[src/verilog/sensor_status_pkg.sv]
// shared constants and carrier types for the inductive sensor status block
package sensor_status_pkg;

   // register offsets
   localparam logic [7:0] ADDR_LIMIT_BASE  = 8'h10;
   localparam logic [7:0] ADDR_LIMIT_LAST  = 8'h17;
   localparam logic [7:0] ADDR_LOWEST_FREQ = 8'h18;
   localparam logic [7:0] ADDR_MODE        = 8'h19;
   localparam logic [7:0] ADDR_IRQ_STATUS  = 8'h1a;
   localparam logic [7:0] ADDR_IRQ_MASK    = 8'h1b;
   localparam logic [7:0] ADDR_STATUS      = 8'h20;
   localparam logic [7:0] ADDR_LOSS_LO     = 8'h21;
   localparam logic [7:0] ADDR_LOSS_HI     = 8'h22;
   localparam logic [7:0] ADDR_INDUCT_LO   = 8'h23;
   localparam logic [7:0] ADDR_INDUCT_HI   = 8'h24;

   // measurement_status field positions
   localparam int ST_OSC_LOST   = 7;
   localparam int ST_NEW_N      = 6;
   localparam int ST_LOSS_UPPER = 5;
   localparam int ST_LOSS_HYST  = 4;
   localparam int ST_IND_UPPER  = 3;
   localparam int ST_IND_HYST   = 2;
   localparam int ST_POR_BUSY   = 0;

   // interrupt status and mask field positions
   localparam int IRQ_NEW_SAMPLE = 0;
   localparam int IRQ_OSC_LOST   = 1;
   localparam int IRQ_LOSS_UPPER = 2;
   localparam int IRQ_IND_UPPER  = 3;
   localparam int IRQ_BITS       = 4;

   // mode register field
   localparam int MODE_ACTIVE = 0;

   // reset values
   localparam logic [7:0]          RST_LOWEST_FREQ = 8'h00;
   localparam logic [7:0]          RST_LIMIT_BYTE  = 8'h00;
   localparam logic [IRQ_BITS-1:0] RST_IRQ_MASK    = 4'h0;

   // timing: power-on reset busy window
   localparam int CLOCK_HZ     = 50_000_000;
   localparam int POR_TIME_NS  = 2000;
   localparam int POR_CYCLES   = (POR_TIME_NS * (CLOCK_HZ / 1_000_000) + 999) / 1000;
   localparam int POR_CNT_W    = 8;

   // oscillation watchdog: timeout is the inverted frequency code shifted left by this many bits
   localparam int OSC_STEP_SHIFT = 4;
   localparam int OSC_CNT_W      = 12;

   localparam int N_LIMITS = 8;
   localparam int N_CH     = 2;

   typedef struct packed {
      logic [7:0] addr;
      logic [7:0] wdata;
      logic       wr;
      logic       rd;
   } reg_req_t;

   typedef struct packed {
      logic        valid;
      logic [15:0] loss;
      logic [15:0] induct;
   } sample_t;

endpackage

[src/verilog/threshold_compare.sv]
// one channel of latched upper-threshold and hysteresis comparison
`timescale 1ns/1ps
module threshold_compare
   import sensor_status_pkg::*;
#(
   parameter int W = 16
) (
   // clock and reset
   input  wire logic         clock,
   input  wire logic         rst,
   // sample and limits
   input  wire logic         sample,
   input  wire logic [W-1:0] result,
   input  wire logic [W-1:0] upper_limit,
   input  wire logic [W-1:0] lower_limit,
   // status read releases the latch
   input  wire logic         release_latch,
   // flags
   output logic              upper_flag_n,
   output logic              hyst_flag,
   output logic              exceed
);

   typedef struct packed {
      logic upper_n;
      logic hyst;
   } cmp_state_t;

   cmp_state_t q;
   cmp_state_t d;

   assign exceed       = sample && (result > upper_limit);
   assign upper_flag_n = q.upper_n;
   assign hyst_flag    = q.hyst;

   always_comb begin
      d = q;
      // a new exceed beats the release in the same cycle
      if (release_latch) begin
         d.upper_n = 1'b1;
      end
      if (exceed) begin
         d.upper_n = 1'b0;
      end
      if (sample) begin
         if (result < lower_limit) begin
            d.hyst = 1'b0;
         end else if (result > upper_limit) begin
            d.hyst = 1'b1;
         end
      end
   end

   always_ff @(posedge clock or posedge rst) begin
      if (rst) begin
         q <= '{upper_n: 1'b1, hyst: 1'b0};
      end else begin
         q <= d;
      end
   end

endmodule

[src/verilog/inductive_sensor_status.sv]
// status register, modes and register port of the inductive sensor converter
//
// The strobed register port was left to the implementer.
`timescale 1ns/1ps
module inductive_sensor_status
   import sensor_status_pkg::*;
(
   // clock and reset
   input  wire logic       clock,
   input  wire logic       rst,
   // register port
   input  wire reg_req_t   req,
   output logic [7:0]      rdata,
   // conversion engine
   input  wire sample_t    sample_in,
   output logic            conv_enable,
   // sensor oscillation pin
   input  wire logic       sensor_osc,
   // interrupt
   output logic            irq
);

   typedef struct packed {
      logic [POR_CNT_W-1:0]        por_cnt;
      logic                        por_busy;
      logic                        active;
      logic [N_LIMITS-1:0][7:0]    limits;
      logic [7:0]                  lowest_freq;
      logic [IRQ_BITS-1:0]         irq_mask;
      logic [IRQ_BITS-1:0]         irq_status;
      logic [2:0]                  osc_sync;
      logic [OSC_CNT_W-1:0]        osc_cnt;
      logic                        osc_lost;
      logic                        new_n;
      logic [15:0]                 loss_result;
      logic [15:0]                 induct_result;
      logic [7:0]                  rdata;
   } state_t;

   localparam logic [POR_CNT_W-1:0] POR_LAST = POR_CNT_W'(POR_CYCLES - 1);

   state_t q;
   state_t d;

   // comparator wiring
   logic [N_CH-1:0][15:0] ch_result;
   logic [N_CH-1:0]       ch_upper_n;
   logic [N_CH-1:0]       ch_hyst;
   logic [N_CH-1:0]       ch_exceed;
   logic                  take_sample;
   logic                  status_read;
   logic [7:0]            status_byte;
   logic [OSC_CNT_W-1:0]  osc_limit;
   logic                  osc_edge;
   logic                  cfg_write;

   assign ch_result[0] = sample_in.loss;
   assign ch_result[1] = sample_in.induct;

   // results only count while converting
   assign take_sample = sample_in.valid && q.active && !q.por_busy;
   assign status_read = req.rd && (req.addr == ADDR_STATUS);

   genvar ch;
   generate
      for (ch = 0; ch < N_CH; ch++) begin : g_cmp
         threshold_compare #(
            .W (16)
         ) u_cmp (
            .clock         (clock),
            .rst           (rst),
            .sample        (take_sample),
            .result        (ch_result[ch]),
            .upper_limit   ({q.limits[ch*4+1], q.limits[ch*4]}),
            .lower_limit   ({q.limits[ch*4+3], q.limits[ch*4+2]}),
            .release_latch (status_read),
            .upper_flag_n  (ch_upper_n[ch]),
            .hyst_flag     (ch_hyst[ch]),
            .exceed        (ch_exceed[ch])
         );
      end
   endgenerate

   // status byte assembly
   always_comb begin
      status_byte                = 8'h00;
      status_byte[ST_OSC_LOST]   = q.osc_lost;
      status_byte[ST_NEW_N]      = q.new_n;
      status_byte[ST_LOSS_UPPER] = ch_upper_n[0];
      status_byte[ST_LOSS_HYST]  = ch_hyst[0];
      status_byte[ST_IND_UPPER]  = ch_upper_n[1];
      status_byte[ST_IND_HYST]   = ch_hyst[1];
      status_byte[ST_POR_BUSY]   = q.por_busy;
   end

   // higher frequency code gives a shorter watchdog, so a code set too high trips it
   assign osc_limit = OSC_CNT_W'({~q.lowest_freq, {OSC_STEP_SHIFT{1'b0}}});
   assign osc_edge  = q.osc_sync[1] && !q.osc_sync[2];

   // writes during power-on reset are dropped
   assign cfg_write = req.wr && !q.por_busy;

   always_comb begin
      logic [IRQ_BITS-1:0] ev;
      logic [IRQ_BITS-1:0] clr;
      logic                lost_now;
      ev       = '0;
      clr      = '0;
      lost_now = 1'b0;
      d        = q;

      // power-on busy window
      if (q.por_busy) begin
         if (q.por_cnt == POR_LAST) begin
            d.por_busy = 1'b0;
         end else begin
            d.por_cnt = q.por_cnt + 1'b1;
         end
      end

      // oscillation watchdog, pin synchronised first
      d.osc_sync = {q.osc_sync[1:0], sensor_osc};
      if (!q.active || osc_edge) begin
         d.osc_cnt  = '0;
         d.osc_lost = 1'b0;
      end else if (q.osc_cnt >= osc_limit) begin
         lost_now   = 1'b1;
         d.osc_lost = 1'b1;
      end else begin
         d.osc_cnt = q.osc_cnt + 1'b1;
      end

      // reading status consumes the new-sample indication; new data wins
      if (status_read) begin
         d.new_n = 1'b1;
      end
      if (take_sample) begin
         d.new_n         = 1'b0;
         d.loss_result   = sample_in.loss;
         d.induct_result = sample_in.induct;
      end

      // configuration writes
      if (cfg_write) begin
         if (req.addr >= ADDR_LIMIT_BASE && req.addr <= ADDR_LIMIT_LAST) begin
            d.limits[req.addr[2:0]] = req.wdata;
         end
         case (req.addr)
            ADDR_LOWEST_FREQ: d.lowest_freq = req.wdata;
            ADDR_MODE:        d.active      = req.wdata[MODE_ACTIVE];
            ADDR_IRQ_MASK:    d.irq_mask    = req.wdata[IRQ_BITS-1:0];
            ADDR_IRQ_STATUS:  clr           = req.wdata[IRQ_BITS-1:0];
            default: ;
         endcase
      end

      // sticky events, set beats write-one-to-clear
      ev[IRQ_NEW_SAMPLE] = take_sample;
      ev[IRQ_OSC_LOST]   = lost_now && !q.osc_lost;
      ev[IRQ_LOSS_UPPER] = ch_exceed[0];
      ev[IRQ_IND_UPPER]  = ch_exceed[1];
      d.irq_status = (q.irq_status & ~clr) | ev;

      // read data, one cycle after the strobe
      d.rdata = 8'h00;
      if (req.rd) begin
         if (req.addr >= ADDR_LIMIT_BASE && req.addr <= ADDR_LIMIT_LAST) begin
            d.rdata = q.limits[req.addr[2:0]];
         end
         case (req.addr)
            ADDR_LOWEST_FREQ: d.rdata = q.lowest_freq;
            ADDR_MODE:        d.rdata = {7'h00, q.active};
            ADDR_IRQ_STATUS:  d.rdata = {4'h0, q.irq_status};
            ADDR_IRQ_MASK:    d.rdata = {4'h0, q.irq_mask};
            ADDR_STATUS:      d.rdata = status_byte;
            ADDR_LOSS_LO:     d.rdata = q.loss_result[7:0];
            ADDR_LOSS_HI:     d.rdata = q.loss_result[15:8];
            ADDR_INDUCT_LO:   d.rdata = q.induct_result[7:0];
            ADDR_INDUCT_HI:   d.rdata = q.induct_result[15:8];
            default:          ;
         endcase
      end
   end

   always_ff @(posedge clock or posedge rst) begin
      if (rst) begin
         q.por_cnt       <= '0;
         q.por_busy      <= 1'b1;
         q.active        <= 1'b0;
         q.limits        <= {N_LIMITS{RST_LIMIT_BYTE}};
         q.lowest_freq   <= RST_LOWEST_FREQ;
         q.irq_mask      <= RST_IRQ_MASK;
         q.irq_status    <= '0;
         q.osc_sync      <= '0;
         q.osc_cnt       <= '0;
         q.osc_lost      <= 1'b0;
         q.new_n         <= 1'b1;
         q.loss_result   <= 16'h0000;
         q.induct_result <= 16'h0000;
         q.rdata         <= 8'h00;
      end else begin
         q <= d;
      end
   end

   // free-running conversion while active and out of reset
   assign conv_enable = q.active && !q.por_busy;
   assign irq         = |(q.irq_status & q.irq_mask);
   assign rdata       = q.rdata;

endmodule

[config.mk]
export PLATFORM = sky130hd
export DESIGN_NAME = inductive_sensor_status
export DESIGN_NICKNAME = d
export VERILOG_FILES = /design/src/verilog/sensor_status_pkg.sv /design/src/verilog/threshold_compare.sv /design/src/verilog/inductive_sensor_status.sv
export SDC_FILE = /design/constraint.sdc
export NUM_CORES = 1
export LEC_CHECK = 0
export BUFFER_PORTS_ARGS = -buffer_cell sky130_fd_sc_hd__buf_2
export CORE_AREA = 2 2 224 138
export CTS_CLUSTER_SIZE = 40
export DETAILED_ROUTE_END_ITERATION = 7
export DIE_AREA = 0 0 226 140
export PLACE_DENSITY = 0.56
export SLEW_MARGIN = 30
export SYNTH_ARGS = -nofsm -noshare
export SYNTH_HDL_FRONTEND = slang
export SYNTH_SLANG_ARGS = --single-unit
[constraint.sdc]
create_clock -name clock -period 10.3 [get_ports clock]
set_input_delay 0 -clock clock [delete_from_list [all_inputs] [get_ports clock]]
set_output_delay 0 -clock clock [all_outputs]
set_load 0.02 [all_outputs]
== Word-level counts from Yosys, hierarchy flattened ==
Index checks and enable logic that the tools add are counted.

* Register bits after elaboration: 151
* Bits in latches: 0
* Bits in writable memories: 0
* Bits in read-only memories: 0
* Bits of input ports: 54
* Output and inout port bits: 10
* Logic and storage cells: 108
* Memories kept: 0

* $add $sub $neg: 2
* $mul: 0
* Divide/modulo/power cells: 0
* Magnitude comparators: 9
* Eq/ne operators: 11
* Shift operators: 0
* Multiplexer cells: 25
* Bitwise logic cells: 6
* Reduce and logical (&&, ||, !) cells: 30

{| class="wikitable"
|+ Operator list
! operator !! number
|-
| $pmux W8 S9 || 1
|-
| $bwmux W64 || 1
|-
| $eq A8 B6 Y1 const B || 5
|-
| $mux W33 || 1
|-
| $eq A8 B5 Y1 const B || 4
|-
| $gt A16 B16 Y1 || 2
|-
| $lt A16 B16 Y1 || 2
|-
| $mux W8 || 4
|-
| $bmux W8 S3 || 1
|-
| $demux W8 S3 || 1
|-
| $reduce_and A2 Y1 || 7
|-
| $mux W13 || 1
|-
| $add A12 B1 Y12 const B || 1
|-
| $ge A12 B12 Y1 || 1
|-
| $mux W1 || 12
|-
| $mux W12 || 1
|-
| $reduce_bool A2 Y1 || 6
|-
| $logic_and A1 B1 Y1 || 11
|-
| $add A8 B1 Y8 const B || 1
|-
| $and A4 B4 Y4 || 2
|-
| $eq A8 B7 Y1 const B || 1
|-
| $ge A8 B5 Y1 const B || 1
|-
| $le A8 B5 Y1 const B || 1
|-
| $mux W4 || 2
|-
| 10 further kinds || 13
|}

== Logic depth before layout (Yosys ltp) ==
Gate-level depths: netlist of run 1.

* Depth after elaboration: 6
* Mapped depth: 9
* Depth with buffers taken out: 7

== By module ==
A second synthesis of run 1 with hierarchy kept.

* Cell total of the unflattened synthesis: 819
* Area, all modules: 8,723.4 um2

{| class="wikitable"
|+ By module, submodules not included
! module !! times used !! cells each !! area an instance (um2) !! sequential area each (um2)
|-
| inductive_sensor_status || 1 || 597 || 6,991.7 || 3,681.0
|-
| threshold_compare || 2 || 111 || 865.8 || 51.3
|}

== Least setup slack after synthesis of run 1 ==
OpenSTA, ideal clock, no wires.

* Path type: reg2reg
* Start: register q[47] in the netlist's numbering
* End: register q[46] in the netlist's numbering
* Setup time: 0.078 ns
* Arrival: 2.060 ns
* Required time: 10.222 ns
* Slack: 8.162 ns
* Cell stages (with the launch flop): 8
* Path buffers: 1
* Clock period less this slack: 2.138 ns
* Cell sequence: dfrtp_1 -> ha_1 -> nor2b_1 -> o211a_1 -> o31a_1 -> buf_2 -> or4_1 -> a21oi_1

* Cells in the longest elaborated chain, start to end: 2

{| class="wikitable"
|+ Ends and longest elaborated chain
! element !! RTL line !! text
|-
| start, declared || inductive_sensor_status.sv:42 || <nowiki>state_t q;</nowiki>
|-
| $ge A12 B12 Y1 || inductive_sensor_status.sv:126 || <nowiki>end else if (q.osc_cnt >= osc_limit) begin</nowiki>
|-
| $ne A2 B2 Y1 (no line) || -- ||
|}

No other way between the ends.
A chain may end at the register's enable or synchronous reset.

== Final worst setup path of run 1 ==
* Start: register q[53] in the netlist's numbering
* End: register q[52] in the netlist's numbering

The elaborated chain is that of the path after synthesis.

==> metrics.md, run 1 <==
| Metric | Value |
|---|---|
| WP data required | `10660 ps` |
| Setup bufs post-CTS | `0` |
| Worst Hold Depth | `4` |
| GPL Wtd Cong | `0.867` |
| Status | `complete, no violations` |
| Crit path launch type | `flip-flop` |
| Worst r2r dst | `q[52]` |
| Avg WL per Cell | `between 15 and 20 µm` |
| Netlist cell types | `63` |
| Cell area after layout | `between 10000 and 15000 µm²` |
| Post-cts sizing count | `0` |
| Vias | `about 6600` |
| Power density over the cells | `roughly 150 nW/µm²` |
| Worst Tran Pin Value | `a little under 900 ps` |
| CTS tree | `built` |
| Commonest cells in the netlist | `dfrtp_1 (147), mux2_2 (113), inv_1 (79)` |
| Die width | `between 200 and 250 µm` |
| Worst-path clk slew | `~70 ps` |
| Vias in the first global route | `approximately 6300` |
| Hold WS | `44.0 ps` |
| Layout Skew | `7.98 ps` |
| CTS max path bufs | `2` |
| Setup slack, reg-to-reg | `approximately 7800 ps` |
| Area after DPL | `between 9000 and 10000 µm²` |
| Crit. End Element | `flip-flop` |
| FP Rows | `49` |
| RSZ-0062 raised after global routing | `no` |
| Synth top area share | `0.422` |
| Total track usage | `0.167` |
| Pin count of the biggest net entering global routing | `79` |
| Minimum clock period | `~2500 ps` |
| Final Hold Vio Count | `0` |
| Clock sinks | `151` |
| Post-Syn Area per Cell | `11.2 µm²` |
| Synthesis Warnings | `0` |
| Worst rel slew slack | `0.414` |
| Initial antenna violation count | `0` |
| CP max FO | `13` |
| Worst-Skew Late Latency | `around 430 ps` |
| GRT overflow | `0` |
| Ys async rst share | `1.00` |
| Worst setup path category | `flip-flop to flip-flop` |
| First-pass GRT wire length | `38.6 mm` |
| Layout cells sized above 1 | `0.277` |
| Number of synthesized flops with an enable pin | `0` |
| Placed cells | `roughly 1200` |
| Hold path start | `req[2]` |
| Post-route insts no fill | `about 1300` |
| FF+latch count, synth | `about 150` |
| Core area | `around 29000 µm²` |
| Power Total | `around 1.5 mW` |
| Die Span Y | `between 100 and 150 µm` |
| DRT antenna net count | `0` |
| H-tree depth | `4` |
| Via-to-Cell Ratio | `5.10` |
| Final setup fails | `0` |
| Reg2reg start | `q[53]` |
| Die footprint | `roughly 32000 µm²` |
| Synth Flop Type | `dfrtp_1` |
| Root buf cell | `clkbuf_16` |
| FILL cells | `roughly 3000` |
| Top cells by area, synth | `dfrtp_1 (42%), mux2_2 (15%), ha_1 (10%), mux4_2 (4.4%), inv_1 (3.4%)` |
| VDD IR max | `between 100 and 150 µV` |
| Worst r2r path cells | `6` |
| Num ports | `64` |
| Multi-input logic area | `~4500 µm²` |
| Max Freq | `around 400 MHz` |
| Area Overhead vs Synth | `19.4%` |
| # Max-Cap Violations | `0` |
| DRC violations left | `0` |
| Final Max Slew Viols | `0` |
| LEAKAGE | `~4.7 nW` |
| Most common cell in the netlist | `dfrtp_1` |
| Worst Hold End | `q[57]` |
| Post-Syn Nets | `slightly above 900` |
| Leading area contributor after synthesis | `dfrtp_1` |
| Port Buffers | `63` |
| Drt first-iter violations | `around 730` |
| Crit path arrival time | `2840 ps` |
| Post-DP HPWL | `around 19 mm` |
| Fin nets | `996` |
| Mapped cell area | `roughly 8700 µm²` |
| Initial core utilization | `0.296` |
| Register area | `about 3800 µm²` |
| Clock buffer count from CTS | `17` |
| WL final | `roughly 25 mm` |
| # diodes | `0` |
| Drt first pass iters | `5` |
| Syn Inst Count | `between 700 and 800` |
| Register area share after synthesis | `0.434` |
| Setup TNS | `0 ps` |
| HP Class | `input port to flip-flop` |
| Final period util | `0.241` |
[metal layers]
| layer | routed length (µm) | track usage |
|---|---|---|
| met1 | 13600 | 0.270 |
| met2 | 9260 | 0.204 |
| met3 | 2340 | 0.0579 |
| met4 | 161 | 0.0335 |
| met5 | 0 | 0 |
[worst max path at each step]
stage | from | end | slack [ps] | cells after the start
6_report | q[53] | q[52] | 7820 | 6
5_1_grt | q[72] | q[52] | 7680 | 6
4_1_cts | q[53] | q[52] | 7830 | 6
3_5_place_dp | q[53] | q[52] | 7840 | 6
3_3_place_gp | q[53] | q[52] | 7850 | 6
2_1_floorplan | rst | d[55] | 6240 | 1
[registers in the layout, indices dropped and copies added, names as in the netlist]
name	cells
d	2
rdata	8
g_cmp.u_cmp.upper_flag_n	2
g_cmp.u_cmp.hyst_flag	2
q	137
[through the flow]
step,setup slack (ps),utilization
after floorplan,6240,-
after global placement,7850,0.319
after detailed placement,7840,0.319
after CTS,7830,0.353
after global routing,7680,0.353
final,7820,0.353
[layout make-up]
| cell class | count | area share |
|---|---|---|
| inverter | 80 | 0.0293 |
| multi-input combinational | 511 | 0.428 |
| tap | 408 | 0.0490 |
| clock inverter | 15 | 0.0171 |
| sequential | 151 | 0.363 |
| clock buffer | 17 | 0.0409 |
| timing repair buffer | 108 | 0.0725 |
[cells by family (layout without fill, tap and decap cells)]
kind of cell             after synthesis  count (layout)  synth area share
AO/OA/AOI/OAI                        141             141             0.108
XOR/XNOR                               6               6           0.00603
adder cells (fa/ha/maj)               73              73             0.105
buffers and inverters                116             220            0.0550
flip-flops                           151             151             0.434
multiplexers                         132             132             0.192
AND/OR/NAND/NOR                      159             159            0.0996
[power by group]
group,internal [mW],leakage (nW),switching (mW)
sequential,0.651,2.04,0.0410
clock,0.382,0.299,0.267
combinational,0.101,2.35,0.105
[cells in the final DEF, fill, tap and decap left out, drive strengths merged, types with 5 or more instances in the layout]
cell         synthesis  layout
a21oi               46      46
inv                 79      81
mux4                17      17
nand4               15      15
a21o                 5       5
ha                  73      73
o31ai                7       7
a22oi               12      12
buf                 21      69
a22o                 7       7
dfrtp              147     147
clkbuf              15      17
dlygate4sd3          0      39
nor3                 7       7
nor2b                5       5
nand2               55      55
nand3               13      13
or4                  9       9
or3                  8       8
o31a                 6       6
nor2                21      21
o21ai               25      25
nor4                 6       6
mux2               114     114
clkinv               1      10
[critical path: stages (launching register included)]
cell,delay [ps]
dfrtp_1,390
ha_1,330
a21oi_1,190
nand2_1,270
or4_1,670
a2111o_1,430
a21oi_1,140
[repair_timing]
item,CTS,global route
hold buffers,39,0
hold endpoints to repair,115,0
setup endpoints to repair,0,0
(Power assumes the default switching activity.)
==> run 2, diff against run 1 <==
==> constraint.sdc (replaced) <==
create_clock -name clock -period 2.55 [get_ports clock]
set_input_delay 0 -clock clock [delete_from_list [all_inputs] [get_ports clock]]
set_output_delay 0 -clock clock [all_outputs]
set_load 0.02 [all_outputs]
==> run 2 against run 1 <==
Count of clock-buffer cells in the layout up 1. First-iteration DRC count down 17%. Sequential share of layout area down 0.84 points. Cell count up 1.9%. Setup slack worse by 7700 ps.
==> metrics.md, run 2 (synthesized netlist as in run 1, its figures left out) <==
| Metric | Value |
|---|---|
| Status | `complete, no violations` |
| Clock buffer count from CTS | `17 (unchanged)` |
| Num ports | `64 (unchanged)` |
| Crit path arrival time | `2830 ps (about the same)` |
| Power Total | `6.44 mW (+320%)` |
| Final Max Slew Viols | `0 (unchanged)` |
| FP Rows | `49 (unchanged)` |
| H-tree depth | `4 (unchanged)` |
| Post-route insts no fill | `1314 (+1.9%)` |
| DRC violations left | `0 (unchanged)` |
| Worst-Skew Late Latency | `440 ps (about the same)` |
| Crit. End Element | `flip-flop` |
| Largest Register | `q` |
| Vias | `6718 (+2.2%)` |
| Minimum clock period | `2450 ps (-31.1 ps)` |
| HP Class | `input port to flip-flop` |
| Layout Skew | `10.5 ps (+2.49 ps)` |
| Final period util | `0.961 (+0.720)` |
| CTS max path bufs | `2 (unchanged)` |
| Die footprint | `31600 µm² (unchanged)` |
| Setup TNS | `0 ps (unchanged)` |
| WL final | `26.3 mm (+3.8%)` |
| Worst-path clk slew | `70 ps (about the same)` |
| Root buf cell | `clkbuf_16` |
| Worst setup path category | `flip-flop to flip-flop` |
| Final setup fails | `0 (unchanged)` |
| CP max FO | `4 (-9)` |
| Worst Tran Pin Value | `778 ps (-93.3 ps)` |
| Fin nets | `1019 (+2.3%)` |
| First-pass GRT wire length | `40.7 mm (+5.4%)` |
| Layout cells sized above 1 | `0.297 (+0.0206)` |
| Initial core utilization | `0.296 (unchanged)` |
| LEAKAGE | `4.80 nW (+2.5%)` |
| Die Span Y | `140 µm (unchanged)` |
| Total track usage | `0.174 (+0.00733)` |
| GPL Wtd Cong | `0.868 (+0.16%)` |
| Drt first-iter violations | `606 (-17%)` |
| VDD IR max | `437 µV (+320%)` |
| Max Freq | `408 MHz (+1.3%)` |
| Avg WL per Cell | `20.0 µm (+1.9%)` |
| Die width | `226 µm (unchanged)` |
| RSZ-0062 raised after global routing | `no` |
| DRT antenna net count | `0 (unchanged)` |
| Post-DP HPWL | `20.1 mm (+5.0%)` |
| Power density over the cells | `604 nW/µm² (+310%)` |
| Port Buffers | `63 (unchanged)` |
| Core area | `29500 µm² (unchanged)` |
| Placed cells | `1241 (+1.8%)` |
| Initial antenna violation count | `1 (+1)` |
| GRT overflow | `0 (unchanged)` |
| Final Hold Vio Count | `0 (unchanged)` |
| Crit path launch type | `flip-flop` |
| Most frequent cells in the layout | `dfrtp_1 (147), mux2_2 (113), inv_1 (78), ha_1 (73), buf_2 (63)` |
| Worst rel slew slack | `0.482 (+0.0676)` |
| Dpl ws | `153 ps (-7690 ps)` |
| Vias in the first global route | `6611 (+5.2%)` |
| Largest register FFs | `137 (unchanged)` |
| WP data required | `2930 ps (-7730 ps)` |
| Via-to-Cell Ratio | `5.11 (+0.29%)` |
| CTS tree | `built` |
| Drt first pass iters | `5 (unchanged)` |
| Clock sinks | `151 (unchanged)` |
| Pin count of the biggest net entering global routing | `54 (-32%)` |
| Fin util | `0.361 (+0.00832)` |
| # Max-Cap Violations | `0 (unchanged)` |
| Commonest non-fill, non-tap cell in the layout | `dfrtp_1` |
| Top flop regs | `q: 137 flops, rdata: 8 flops` |
| Area Overhead vs Synth | `22.2%` |
| Final WS setup | `100 ps (-7720 ps)` |
-- run 2: where the power goes --
group / total (mW) / switching [mW] / internal, mW
logic: 0.870 / 0.441 / 0.429
clock network: 2.77 / 1.10 / 1.67
registers: 2.80 / 0.165 / 2.63
total: 6.44 / 1.71 / 4.73
-- run 2: final cells by class --
cell class,instances,area (µm²)
fillers,2957,18800
flip-flops and latches,151,3780
well taps,408,510
clock inverters,14,198
repair buffers,131,961
inverters,80,304
diodes,1,2.50
clock buffers,18,439
multi-input cells,511,4460
-- run 2: worst max-delay path: stages, from the launching register on --
cell and delay, ps:
dfrtp_1 390, inv_1 70, ha_1 310, nand4_1 170, nor4_1 420, a21oi_1 130
a221oi_1 580, buf_4 230, a21o_1 80
-- run 2: timing repair --
action / 4_1_cts / 5_1_grt
buffers inserted: 0 / 1
resized for setup: 0 / 1
endpoints found under the hold margin: 71 / 0
hold buffers: 39 / 0
setup endpoints to repair: 0 / 2
-- run 2: worst paths after layout --
path / from / endpoint / slack (ps) / cells after the start
hold / removal: req[6] / q[93] / 30 / 2
setup reg to reg: q[88] / q[59] / 100 / 8
max in group asynchronous: rst / q[40] / 1540 / 4
hold reg to reg: d[55] / d[56] / 350 / 0
setup / recovery: q[88] / q[59] / 100 / 8
min in group asynchronous: rst / q[75] / 210 / 3
-- run 2: through the flow --
stage	hold WS, ps	instance area (µm²)
final	25.2	10700
after global routing	38.8	10700
after detailed placement	119	9620
after CTS	5.82	10600
after floorplan	31.4	8720
after global placement	122	9620
-- run 2: per-layer routing --
metal | up-vias | routed length, µm | track usage
met3 | 21 | 2280 | 0.0482
met1 | 3393 | 14000 | 0.282
li1 | 3064 | - | -
met2 | 240 | 9750 | 0.220
met5 | - | 0 | 0
met4 | 0 | 242 | 0.0373
==> run 3, diff against run 2 <==
--- a/config.mk
+++ b/config.mk
@@ -5,13 +5,15 @@
 export SDC_FILE = /design/constraint.sdc
 export NUM_CORES = 1
 export LEC_CHECK = 0
+export ABC_AREA = 1
 export BUFFER_PORTS_ARGS = -buffer_cell sky130_fd_sc_hd__buf_2
-export CORE_AREA = 2 2 224 138
+export CORE_AREA = 2 2 234 144
 export CTS_CLUSTER_SIZE = 40
 export DETAILED_ROUTE_END_ITERATION = 7
-export DIE_AREA = 0 0 226 140
+export DIE_AREA = 0 0 236 146
 export PLACE_DENSITY = 0.56
 export SLEW_MARGIN = 30
 export SYNTH_ARGS = -nofsm -noshare
 export SYNTH_HDL_FRONTEND = slang
+export SYNTH_HIERARCHICAL = 1
 export SYNTH_SLANG_ARGS = --single-unit
==> run 3 against run 2 <==
Cell area is 6.5% higher. Largest cell class unchanged. Die area increased by 8.9%. Global-route usage rose by 1.1 points.
==> metrics.md, run 3 <==
| Metric | Value |
|---|---|
| Vias in the first global route | `8544 (+29%)` |
| Crit path launch type | `flip-flop` |
| Largest Register | `q` |
| Post-Syn Area per Cell | `6.95 µm² (-38%)` |
| Worst setup path category | `flip-flop to flip-flop` |
| Crit. End Element | `flip-flop` |
| Status | `complete, no violations` |
| Netlist cell types | `36 (-43%)` |
| Setup TNS | `0 ps (unchanged)` |
| CP max FO | `10 (+6)` |
| Minimum clock period | `2180 ps (-270 ps)` |
| Final Max Slew Viols | `0 (unchanged)` |
| Simple-Gate Fraction of Synth Area | `0.320 (+0.220)` |
| Final Hold Vio Count | `0 (unchanged)` |
| Post-cts sizing count | `0 (unchanged)` |
| Via-to-Cell Ratio | `4.66 (-8.8%)` |
| WP data required | `2850 ps (-80 ps)` |
| Mapped cell area | `9580 µm² (+9.9%)` |
| VDD IR max | `482 µV (+10%)` |
| Die width | `236 µm (+4.4%)` |
| Area Overhead vs Synth | `18.4%` |
| Crit path launch | `q[51]` |
| Worst-Skew Late Latency | `450 ps (about the same)` |
| FF+latch count, synth | `151 (unchanged)` |
| Most Frequent Cell on Critical Path | `nand2_1` |
| Syn Inst Count | `1378 (+77%)` |
| Hold WS | `42.3 ps (+17.1 ps)` |
| Total track usage | `0.185 (+0.0111)` |
| Top cells by area, synth | `dfrtp_1 (38%), nand2_1 (21%), ha_1 (9.5%), inv_1 (7.4%), o21ai_0 (4.4%)` |
| Multi-input logic area | `4790 µm² (+7.4%)` |
| H-tree depth | `4 (unchanged)` |
| Root buf cell | `clkbuf_16` |
| CTS tree | `built` |
| LEAKAGE | `5.79 nW (+21%)` |
| Drt first pass iters | `5 (unchanged)` |
| Port Buffers | `63 (unchanged)` |
| Leading area contributor after synthesis | `dfrtp_1` |
| Most frequent cells in the layout | `nand2_1 (547), inv_1 (188), dfrtp_1 (147), nor2_1 (95), o21ai_0 (85)` |
| RSZ-0062 raised after global routing | `no` |
| Worst rel slew slack | `0.500 (+0.0183)` |
| Power density over the cells | `549 nW/µm² (-9.1%)` |
| Crit-path slowest cell | `a211oi_1` |
| Drt first-iter violations | `874 (+44%)` |
| Largest family of logic cells by synthesized area | `simple AND/OR/NAND/NOR gates` |
| Post-DP HPWL | `24.0 mm (+20%)` |
| Crit path arrival time | `2480 ps (-350 ps)` |
| Top flop regs | `q: 137 flops, rdata: 8 flops` |
| Pin count of the biggest net entering global routing | `40 (-26%)` |
| DRC violations left | `0 (unchanged)` |
| Final WS setup | `371 ps (+270 ps)` |
| CTS max path bufs | `2 (unchanged)` |
| Critical-path cell list | `ha_1, a21oi_1, nor2_1, a211oi_1, nand2_1, nand2_1, o21ai_0` |
| Multiplexer share of the synthesized area | `0 (-0.192)` |
| Avg WL per Cell | `16.2 µm (-19%)` |
| Register area share after synthesis | `0.395 (-0.0391)` |
| Post-Syn Nets | `1505 (+66%)` |
| Synth top area share | `0.384 (-0.0380)` |
| Synthesis Warnings | `6 (+6)` |
| Clock buffer count from CTS | `17 (unchanged)` |
| Commonest cells in the netlist | `nand2_1 (547), inv_1 (189), dfrtp_1 (147)` |
| Die Span Y | `146 µm (+4.3%)` |
| Ys async rst share | `1.00 (unchanged)` |
| Layout cells sized above 1 | `0.107 (-0.190)` |
| Number of synthesized flops with an enable pin | `0 (unchanged)` |
| Core area | `32100 µm² (+8.8%)` |
| Compound-Gate Fraction of Synth Area | `0.0750 (-0.0333)` |
| Final period util | `0.855 (-0.106)` |
| Power Total | `6.23 mW (-3.2%)` |
| First-pass GRT wire length | `48.4 mm (+19%)` |
| Setup bufs post-CTS | `0 (unchanged)` |
| Fin nets | `1598 (+57%)` |
| # Max-Cap Violations | `0 (unchanged)` |
| Xor-xnor portion of the synthesized cell area | `0.0101 (+0.00403)` |
| Dpl ws | `457 ps (+304 ps)` |
| Worst Tran Pin Value | `749 ps (-28.3 ps)` |
| Die footprint | `34500 µm² (+8.9%)` |
| Clock sinks | `151 (unchanged)` |
| Area after DPL | `10400 µm² (+7.9%)` |
| Slowest cell delay on critical path | `460 ps (-120 ps)` |
| Hold-fix buffers, CTS | `37 (-5.1%)` |
| Reg2reg start | `q[51]` |
| FILL cells | `3413 (+15%)` |
| Cell area after layout | `11300 µm² (+6.5%)` |
| Layout Skew | `9.65 ps (-0.829 ps)` |
| Synth Flop Type | `dfrtp_1` |
| Num ports | `64 (unchanged)` |
| Initial antenna violation count | `2 (+1)` |
| Max Freq | `459 MHz (+12%)` |
| GRT overflow | `0 (unchanged)` |
| HP Class | `input port to async pin` |
| Register area | `3780 µm² (unchanged)` |
| Initial core utilization | `0.298 (+0.00288)` |
| Most common cell in the netlist | `nand2_1` |
| Adder-cell area share of the yosys netlist | `0.0953 (-0.00944)` |
| Vias | `8904 (+33%)` |
| WL final | `30.9 mm (+17%)` |
| Commonest non-fill, non-tap cell in the layout | `nand2_1` |
| Final setup fails | `0 (unchanged)` |
| FP Rows | `51 (+4.1%)` |
| Worst-path clk slew | `60 ps (about the same)` |
| GPL Wtd Cong | `0.924 (+6.4%)` |
| DRT antenna net count | `0 (unchanged)` |
| Largest register FFs | `137 (unchanged)` |
==> run 3: area by class of cell <==
type                            count  share of cell area
Tap cell                          424              0.0468
Clock inverter                     14              0.0144
Clock buffer                       18              0.0378
Multi-Input combinational cell    974               0.422
Antenna cell                        1            0.000221
Sequential cell                   151               0.334
Inverter                          206              0.0685
Timing Repair Buffer              121              0.0765
==> run 3: critical path: cells and delay by family, from the launching register on <==
family	cells	cell delay, ps
simple gates	3	520
compound gates	3	770
flops	1	420
fa+ha+maj	1	330
==> run 3: kinds of logic (layout without fill, tap and decap cells) <==
family                     Yosys count  in the layout
AOI/OAI and AO/OA                  133            133
xor gates and xnor gates            11             11
adders and majority gates           73             73
buffers and inverters              253            359
DFF                                151            151
other                                0              1
and+or+nand+nor                    757            757
==> run 3: metal layers <==
metal | vias up | track usage | routed length, µm
li1 | 4439 | - | -
met1 | 4184 | 0.284 | 16400
met2 | 258 | 0.246 | 11700
met3 | 23 | 0.0580 | 2480
met4 | 0 | 0.0411 | 275
met5 | - | 0 | 0
==> run 3: path summary, 6_finish.rpt <==
check | to | slack (ps) | cells past startpoint
max | q[41] | 370 | 7
min | g_cmp[1].u_cmp/hyst_flag | 40 | 3
max reg2reg | q[41] | 370 | 7
min reg2reg | d[56] | 360 | 0
max in group asynchronous | q[124] | 1500 | 4
min in group clock | q[29] | 70 | 5
==> run 3: metrics by stage <==
step,std cells,util
final,1909,0.353
after global routing,1909,0.353
after floorplan,1378,-
after CTS,1908,0.353
after detailed placement,1839,0.323
after global placement,1839,0.323
==> run 3: report_power, final <==
part	internal, mW	leakage (nW)	switching (mW)	total, mW
Clock	1.47	0.280	1.15	2.62
Combinational	0.336	3.53	0.613	0.949
Sequential	2.53	1.98	0.129	2.66
Total	4.34	5.79	1.90	6.23
